[src/design/pxc_pkg.sv]
// package: register map, fields, reset values and code tables for pxc
package pxc_pkg;
    // register offsets
    localparam logic [4:0] EXT_CTRL_ADDR = 5'h10;
    // field positions
    localparam int OVR_WR_EN_BIT = 15;
    localparam int PORT_ADDR_LSB = 6;
    localparam int PORT_ADDR_W = 5;
    localparam int SCR_TEST_BIT = 5;
    localparam int NRZI_SEL_BIT = 3;
    localparam int INV_CODE_BIT = 2;
    localparam int SCR_DIS_BIT = 0;
    // writable bits that feed logic; of the rest only the port address reads nonzero
    localparam logic [15:0] RW_MASK = 16'h802d;
    // reset values
    localparam logic OVR_WR_EN_RST = 1'b0;
    localparam logic SCR_TEST_RST = 1'b0;
    localparam logic NRZI_SEL_RST = 1'b1;
    localparam logic INV_CODE_RST = 1'b0;
    localparam logic SCR_DIS_RST = 1'b0;
    localparam logic [4:0] PORT_ADDR_RST = 5'h00;

    // nibble to 5-bit code, test translation when the test is active
    function automatic logic [4:0] nib_to_code(input logic [3:0] nib,
                                               input logic inv_test);
        logic [4:0] c;
        c = 5'h00;
        if (inv_test) begin
            case (nib)
                4'h8: c = 5'h00;
                4'h9: c = 5'h0d;
                4'ha: c = 5'h0c;
                4'hb: c = 5'h11;
                4'hc: c = 5'h10;
                4'hd: c = 5'h19;
                4'he: c = 5'h18;
                4'hf: c = 5'h1f;
                default: c = {1'b0, nib};
            endcase
        end else begin
            case (nib)
                4'h0: c = 5'h1e;
                4'h1: c = 5'h09;
                4'h2: c = 5'h14;
                4'h3: c = 5'h15;
                4'h4: c = 5'h0a;
                4'h5: c = 5'h0b;
                4'h6: c = 5'h0e;
                4'h7: c = 5'h0f;
                4'h8: c = 5'h12;
                4'h9: c = 5'h13;
                4'ha: c = 5'h16;
                4'hb: c = 5'h17;
                4'hc: c = 5'h1a;
                4'hd: c = 5'h1b;
                4'he: c = 5'h1c;
                default: c = 5'h1d;
            endcase
        end
        return c;
    endfunction : nib_to_code
endpackage : pxc_pkg

[src/design/pxc_ext_ctrl.sv]
// extended control register of the phy with its steering outputs
// Overview of operation
// - override-write enable clears itself after the next write to another register
// - reserved bits 14:11, 4 and 1 read back as zero
// - hardware reset samples five address pins into bits 10:6
// - software reset leaves the latched port address alone
// - scrambler test bit forces loss of lock; clear restores; resets zero
// - 100 Mb/s stream is nrz when bit 3 zero, nrzi when one
// - invalid-code bit zero gives standard 4b/5b; resets zero
// - test with tx error: nibbles 0-7 send 0 plus nibble, 8 sends 00000
// - test with tx error: nibbles 9-f use the listed special codes
// - scrambler disable bypasses both scrambler and descrambler
// - scrambling only applies in 100 Mb/s operation
module pxc_ext_ctrl (
    // clock, reset and enable
    input wire logic mclk,
    input wire logic rst_n,
    input wire logic clk_en,
    input wire logic sw_reset,
    // management register access
    input wire logic [4:0] mgmt_addr,
    input wire logic mgmt_wr,
    input wire logic mgmt_rd,
    input wire logic [15:0] mgmt_wdata,
    output logic [15:0] mgmt_rdata,
    // override-protected bit of another register
    input wire logic [4:0] prot_addr,
    input wire logic prot_wdata,
    output logic override_protected_bit,
    // multiplexed address/led pins
    input wire logic addr4_led_pin,
    input wire logic addr3_led_pin,
    input wire logic addr2_led_pin,
    input wire logic addr1_led_pin,
    input wire logic addr0_led_pin,
    // datapath control
    input wire logic speed_100,
    output logic scr_tx_en,
    output logic descr_rx_en,
    output logic force_unlock,
    output logic [4:0] port_addr,
    // transmit nibble path
    input wire logic [3:0] tx_nibble,
    input wire logic tx_err,
    input wire logic tx_valid,
    output logic [4:0] tx_code,
    output logic tx_line
);
    logic ovr_q, ovr_d;
    logic scr_test_q, scr_test_d;
    logic nrzi_q, nrzi_d;
    logic inv_q, inv_d;
    logic scr_dis_q, scr_dis_d;
    logic [4:0] paddr_q, paddr_d;
    logic strap_pend_q, strap_pend_d;
    logic prot_q, prot_d;
    logic [15:0] rdata_q, rdata_d;
    logic scr_tx_q, scr_tx_d;
    logic descr_q, descr_d;
    logic unlock_q, unlock_d;
    logic hit;
    logic [15:0] img;

    assign hit = mgmt_addr == pxc_pkg::EXT_CTRL_ADDR;

    // register image, reserved bits always zero
    always_comb begin
        img = 16'h0000;
        img[pxc_pkg::OVR_WR_EN_BIT] = ovr_q;
        img[pxc_pkg::PORT_ADDR_LSB +: pxc_pkg::PORT_ADDR_W] = paddr_q;
        img[pxc_pkg::SCR_TEST_BIT] = scr_test_q;
        img[pxc_pkg::NRZI_SEL_BIT] = nrzi_q;
        img[pxc_pkg::INV_CODE_BIT] = inv_q;
        img[pxc_pkg::SCR_DIS_BIT] = scr_dis_q;
    end

    // next state of the writable bits and the one-shot enable
    always_comb begin
        ovr_d = ovr_q;
        scr_test_d = scr_test_q;
        nrzi_d = nrzi_q;
        inv_d = inv_q;
        scr_dis_d = scr_dis_q;
        prot_d = prot_q;
        if (sw_reset) begin
            // soft reset restores control bits but not the address
            ovr_d = pxc_pkg::OVR_WR_EN_RST;
            scr_test_d = pxc_pkg::SCR_TEST_RST;
            nrzi_d = pxc_pkg::NRZI_SEL_RST;
            inv_d = pxc_pkg::INV_CODE_RST;
            scr_dis_d = pxc_pkg::SCR_DIS_RST;
        end else if (mgmt_wr) begin
            // any write consumes the enable; one to here loads it from bit 15
            ovr_d = 1'b0;
            if (hit) begin
                ovr_d = mgmt_wdata[pxc_pkg::OVR_WR_EN_BIT];
                scr_test_d = mgmt_wdata[pxc_pkg::SCR_TEST_BIT];
                nrzi_d = mgmt_wdata[pxc_pkg::NRZI_SEL_BIT];
                inv_d = mgmt_wdata[pxc_pkg::INV_CODE_BIT];
                scr_dis_d = mgmt_wdata[pxc_pkg::SCR_DIS_BIT];
            end
            if (mgmt_addr == prot_addr && ovr_q) begin
                prot_d = prot_wdata;
            end
        end
    end

    // port address strap: first enabled edge after hardware reset
    always_comb begin
        paddr_d = paddr_q;
        strap_pend_d = strap_pend_q;
        if (strap_pend_q) begin
            paddr_d = {addr4_led_pin, addr3_led_pin, addr2_led_pin,
                       addr1_led_pin, addr0_led_pin};
            strap_pend_d = 1'b0;
        end
    end

    // read data and datapath controls, all registered
    always_comb begin
        rdata_d = rdata_q;
        if (mgmt_rd) begin
            rdata_d = hit ? img : 16'h0000;
        end
        // scrambler only counts at 100 Mb/s
        scr_tx_d = speed_100 && !scr_dis_q;
        descr_d = speed_100 && !scr_dis_q;
        unlock_d = scr_test_q;
    end

    // register stage; software reset does not reach the address strap
    always_ff @(posedge mclk) begin
        if (!rst_n) begin
            ovr_q <= pxc_pkg::OVR_WR_EN_RST;
            scr_test_q <= pxc_pkg::SCR_TEST_RST;
            nrzi_q <= pxc_pkg::NRZI_SEL_RST;
            inv_q <= pxc_pkg::INV_CODE_RST;
            scr_dis_q <= pxc_pkg::SCR_DIS_RST;
            paddr_q <= pxc_pkg::PORT_ADDR_RST;
            strap_pend_q <= 1'b1;
            prot_q <= 1'b0;
            rdata_q <= 16'h0000;
            scr_tx_q <= 1'b0;
            descr_q <= 1'b0;
            unlock_q <= 1'b0;
        end else if (clk_en) begin
            ovr_q <= ovr_d;
            scr_test_q <= scr_test_d;
            nrzi_q <= nrzi_d;
            inv_q <= inv_d;
            scr_dis_q <= scr_dis_d;
            paddr_q <= paddr_d;
            strap_pend_q <= strap_pend_d;
            prot_q <= prot_d;
            rdata_q <= rdata_d;
            scr_tx_q <= scr_tx_d;
            descr_q <= descr_d;
            unlock_q <= unlock_d;
        end
    end

    assign mgmt_rdata = rdata_q;
    assign override_protected_bit = prot_q;
    assign port_addr = paddr_q;
    assign scr_tx_en = scr_tx_q;
    assign descr_rx_en = descr_q;
    assign force_unlock = unlock_q;

    // translation and line coding
    pxc_encoder u_enc (
        .mclk(mclk),
        .rst_n(rst_n),
        .clk_en(clk_en),
        .inv_code(inv_q),
        .nrzi_sel(nrzi_q),
        .speed_100(speed_100),
        .tx_nibble(tx_nibble),
        .tx_err(tx_err),
        .tx_valid(tx_valid),
        .tx_code(tx_code),
        .tx_line(tx_line)
    );
endmodule : pxc_ext_ctrl

[src/design/pxc_encoder.sv]
// transmit nibble translation and nrz/nrzi line coding for pxc
module pxc_encoder (
    // clock and reset
    input wire logic mclk,
    input wire logic rst_n,
    input wire logic clk_en,
    // control from the register and the speed input
    input wire logic inv_code,
    input wire logic nrzi_sel,
    input wire logic speed_100,
    // transmit nibble
    input wire logic [3:0] tx_nibble,
    input wire logic tx_err,
    input wire logic tx_valid,
    // coded outputs
    output logic [4:0] tx_code,
    output logic tx_line
);
    logic [4:0] code_q, code_d;
    logic [4:0] sh_q, sh_d;
    logic [2:0] cnt_q, cnt_d;
    logic line_q, line_d;
    logic bit_now;

    // next code and serialiser state
    always_comb begin
        code_d = code_q;
        sh_d = sh_q;
        cnt_d = cnt_q;
        line_d = line_q;
        bit_now = sh_q[4];
        if (speed_100) begin
            if (cnt_q == 3'd0) begin
                if (tx_valid) begin
                    code_d = pxc_pkg::nib_to_code(tx_nibble,
                                                  inv_code && tx_err);
                    sh_d = code_d;
                    cnt_d = 3'd5;
                end
            end else begin
                // nrzi toggles on one, nrz follows the bit
                line_d = nrzi_sel ? (line_q ^ bit_now) : bit_now;
                sh_d = {sh_q[3:0], 1'b0};
                cnt_d = cnt_q - 3'd1;
            end
        end
    end

    // register stage
    always_ff @(posedge mclk) begin
        if (!rst_n) begin
            code_q <= 5'h00;
            sh_q <= 5'h00;
            cnt_q <= 3'd0;
            line_q <= 1'b0;
        end else if (clk_en) begin
            code_q <= code_d;
            sh_q <= sh_d;
            cnt_q <= cnt_d;
            line_q <= line_d;
        end
    end

    assign tx_code = code_q;
    assign tx_line = line_q;
endmodule : pxc_encoder

[config.mk]
export PLATFORM = sky130hd
export DESIGN_NAME = pxc_ext_ctrl
export DESIGN_NICKNAME = d
export VERILOG_FILES = /design/src/design/pxc_pkg.sv /design/src/design/pxc_ext_ctrl.sv /design/src/design/pxc_encoder.sv
export SDC_FILE = /design/constraint.sdc
export NUM_CORES = 1
export LEC_CHECK = 0
export ABC_AREA = 1
export BUFFER_PORTS_ARGS = -buffer_cell sky130_fd_sc_hd__buf_2
export CORE_UTILIZATION = 48
export CTS_CLUSTER_DIAMETER = 50
export CTS_CLUSTER_SIZE = 24
export DETAILED_ROUTE_END_ITERATION = 12
export PLACE_DENSITY_LB_ADDON = 0.05
export SYNTH_ARGS = -nofsm -noshare
export SYNTH_HDL_FRONTEND = slang
export SYNTH_SLANG_ARGS = --single-unit
[constraint.sdc]
create_clock -name mclk -period 1.5 [get_ports mclk]
set_input_delay 0.075 -clock mclk [delete_from_list [all_inputs] [get_ports mclk]]
set_output_delay 0.075 -clock mclk [all_outputs]
set_load 0.01 [all_outputs]
==> implementation parameters <==
Parameter                              Value

Worst setup path
  Reg-to-reg critical path startpoint    u_enc.cnt_q[0]
  Required time of the worst setup path    1.68 ns
  Critical Path Source Type    register
  Endpoint arrival time on the critical path    1.39 ns
  CP endpoint kind    register
  Register-to-register setup slack    approximately 0.29 ns
  Largest driver fanout on the critical path    8
  Critical path type    register to register
  Capture point of the worst reg-to-reg path    u_enc.sh_q[2]
  Count of cells along the worst register-to-register path    6

Timing
  Setup repair after global routing missed its margin    no
  F_max    826 MHz
  Final worst path period share    between 80% and 90%
  Total setup violations reported at the end of the flow    0
  Worst hold slack after final layout    0.0308 ns
  Minimum clock period after layout    roughly 1.2 ns
  Setup TNS Final    0 ns
  Number of max-slew violations in the final report    0
  Hold Fails Final Rpt    0
  Final WS setup    between 0.2 and 0.3 ns
  Fin Clk Skew    between 0.006 and 0.007 ns

Logic synthesis
  Leading register cell type out of synthesis    sky130_fd_sc_hd__dfxtp_1
  Sequential element share of the synthesized area    just over 40%
  Number of cells produced by synthesis    279
  Top post-synthesis cells by area    sky130_fd_sc_hd__dfxtp_1, sky130_fd_sc_hd__nand2_1, sky130_fd_sc_hd__nor2_1
  Number of distinct library cells after synthesis    20
  Biggest area consumer among synthesized cells    sky130_fd_sc_hd__dfxtp_1
  Number of warnings printed during yosys synthesis    0
  Per-instance average area after synthesis    approximately 6.6 µm²
  Synthesized area    ~1800 µm²
  Post-synth top area share    between 40% and 50%
  Synthesis-stage register bit count    38
  Most common cell in the synthesized netlist    sky130_fd_sc_hd__nand2_1
  Async set-reset flop share out of synthesis    0%
  Top cell types by occurrence after synthesis    sky130_fd_sc_hd__nand2_1, sky130_fd_sc_hd__dfxtp_1, sky130_fd_sc_hd__nor2_1
  Number of synthesized flops with an enable pin    0

GRT
  Number of antenna violations at the first check in global routing    0
  Overall routing resource usage    22.5%
  Global-route wire length before repair    7140 µm
  Number of global-route vias before repair    around 1700
  Remaining global-route overflow    0
  Largest net degree at the start of global routing    22

Hold path
  Hold_sp    addr3_led_pin
  Terminating pin of the worst hold path    port_addr[3]
  Cell count of the worst hold path    3
  Hold/Removal Path Class    input port to register

Clock network
  Quantity of gates resized following cts    0
  CTS tree    yes
  Clock Latency Late Sink    about 0.30 ns
  Clk sinks    38
  Clock root buffer    sky130_fd_sc_hd__clkbuf_8
  Clk slew on worst S/H paths    0.08 ns
  Num CTS Buffers    5
  Post-CTS setup buffer count    0
  H-tree depth    2
  Deepest clock path buffer count    2

Place
  Port Buffer Count    58
  Post-Place Setup Slack    roughly 0.29 ns
  DP Wirelength    roughly 3000 µm
  Dpl cell area    around 2200 µm²
  Routability congestion estimate    around 0.85
  Cell count after placement    roughly 380

Route
  Total number of vias    approximately 1900
  Detail-routed net length per standard cell    around 10 µm
  Iter 0 DRT Violations    90
  DRC errors left    0
  Post-route ant nets    0
  Pre-antenna DRT Iters    4
  Via density per instance    4.74
  Total Wirelength    between 3000 and 4000 µm

Floorplanning
  Vertical die dimension    between 60 and 70 µm
  Number of I/O pins    76
  Starting utilization of the core area    around 50%
  Number of standard-cell rows in the floorplan    22
  Area enclosed by the die boundary    ~4100 µm²
  Area of the core    around 3700 µm²
  Die Span X    approximately 64 µm

Status
  Outcome    complete, no violations

Cells and area
  Number of fill cells in the layout    between 300 and 400
  Final cell utilization of the core    61.8%
  Layout overhead on the synthesized area    23.2%
  Share of cells above drive strength 1    about a quarter
  Net count reported at finish    ~390
  Antenna Cells    0
  Finished Layout Cells    slightly below 400
  Final design instance area without fill    2280 µm²

Power
  VDD IR max    0.000634 V
  Power density over cell area    between 900 and 1000 nW/µm²
  Total design power    2.15 mW
  Pleak    1.22 nW

Run
  Max capacitance violation total    0
==> worst max-delay path, stage by stage, from the launching register on <==
cell,delay [ns]
sky130_fd_sc_hd__dfxtp_1,0.33
sky130_fd_sc_hd__nor2_2,0.20
sky130_fd_sc_hd__nand2_4,0.13
sky130_fd_sc_hd__nand2_4,0.13
sky130_fd_sc_hd__nand2_4,0.09
sky130_fd_sc_hd__o21ai_0,0.16
sky130_fd_sc_hd__a21oi_1,0.05
==> routing by layer <==
metal  global-route usage [%]  up-vias  wire, µm
met5                        0        -         0
met2                     37.9       45      1870
met4                     9.38        0        76
li1                         -      989         -
met3                     5.36        7       203
met1                     27.4      811      1800
==> report_power, final <==
part | leakage [nW] | switching, mW | internal, mW
Combinational | 0.861 | 0.206 | 0.126
Sequential | 0.310 | 0.0275 | 1.05
Clock | 0.0472 | 0.368 | 0.369
Total | 1.22 | 0.602 | 1.55
==> how the worst max path moves through the flow <==
stage | startpoint | end | slack, ns
2_1_floorplan | u_enc.cnt_q[0] | u_enc.sh_q[3] | 0.41
3_3_place_gp | u_enc.cnt_q[0] | u_enc.tx_code[3] | 0.32
3_5_place_dp | u_enc.cnt_q[0] | u_enc.sh_q[3] | 0.29
4_1_cts | u_enc.cnt_q[0] | u_enc.tx_code[3] | 0.29
5_1_grt | inv_q | u_enc.sh_q[4] | 0.08
6_report | u_enc.cnt_q[0] | u_enc.sh_q[2] | 0.29
==> layout make-up <==
cell class / instances / area, µm² / share of cell area, %
clock buffer: 6 / 82.6 / 3.62
clock inverter: 2 / 12.5 / 0.549
inverter: 37 / 140 / 6.15
multi-input combinational: 198 / 900 / 39.5
sequential: 38 / 761 / 33.4
tap: 48 / 60.1 / 2.64
timing repair buffer: 62 / 323 / 14.2
==> state kept, by name (all words and copies together) (netlist names), 3 cells and up <==
register       count
u_enc.cnt_q        3
u_enc.tx_code      5
port_addr          5
u_enc.sh_q         5
mgmt_rdata        10
==> placed cells by master, fill, tap and decap left out, types with 2 or more instances in the layout <==
cell type                  count
sky130_fd_sc_hd__clkinv_2      2
sky130_fd_sc_hd__o21ai_1       3
sky130_fd_sc_hd__o211ai_1      2
sky130_fd_sc_hd__clkbuf_8      6
sky130_fd_sc_hd__nand3_1      12
sky130_fd_sc_hd__buf_2        58
sky130_fd_sc_hd__nand2_4       4
sky130_fd_sc_hd__o21ai_0      17
sky130_fd_sc_hd__conb_1        6
sky130_fd_sc_hd__a22oi_1       4
sky130_fd_sc_hd__nand4_1       2
sky130_fd_sc_hd__nand2_1      82
sky130_fd_sc_hd__buf_4         3
sky130_fd_sc_hd__nor2_2        3
sky130_fd_sc_hd__inv_2         2
sky130_fd_sc_hd__nand2_2       2
sky130_fd_sc_hd__inv_1        34
sky130_fd_sc_hd__dfxtp_1      38
sky130_fd_sc_hd__a21oi_1      24
sky130_fd_sc_hd__nor2_1       36
==> cells by family (layout without fill, tap and decap cells) <==
kind of cell | count (synthesis) | after routing | share of synthesized area (%)
simple gates | 142 | 142 | 33.1
compound gates | 50 | 50 | 14.3
buf+inv | 48 | 107 | 11.2
flops | 38 | 38 | 41.1
other cells | 1 | 6 | 0.203
==> what timing repair did <==
action / 4_1_cts / 5_1_grt
hold buffers: 1 / 0
endpoints found under the hold margin: 1 / 0
endpoints found under the setup margin: 0 / 0
Power figures use the tool's default switching activity.
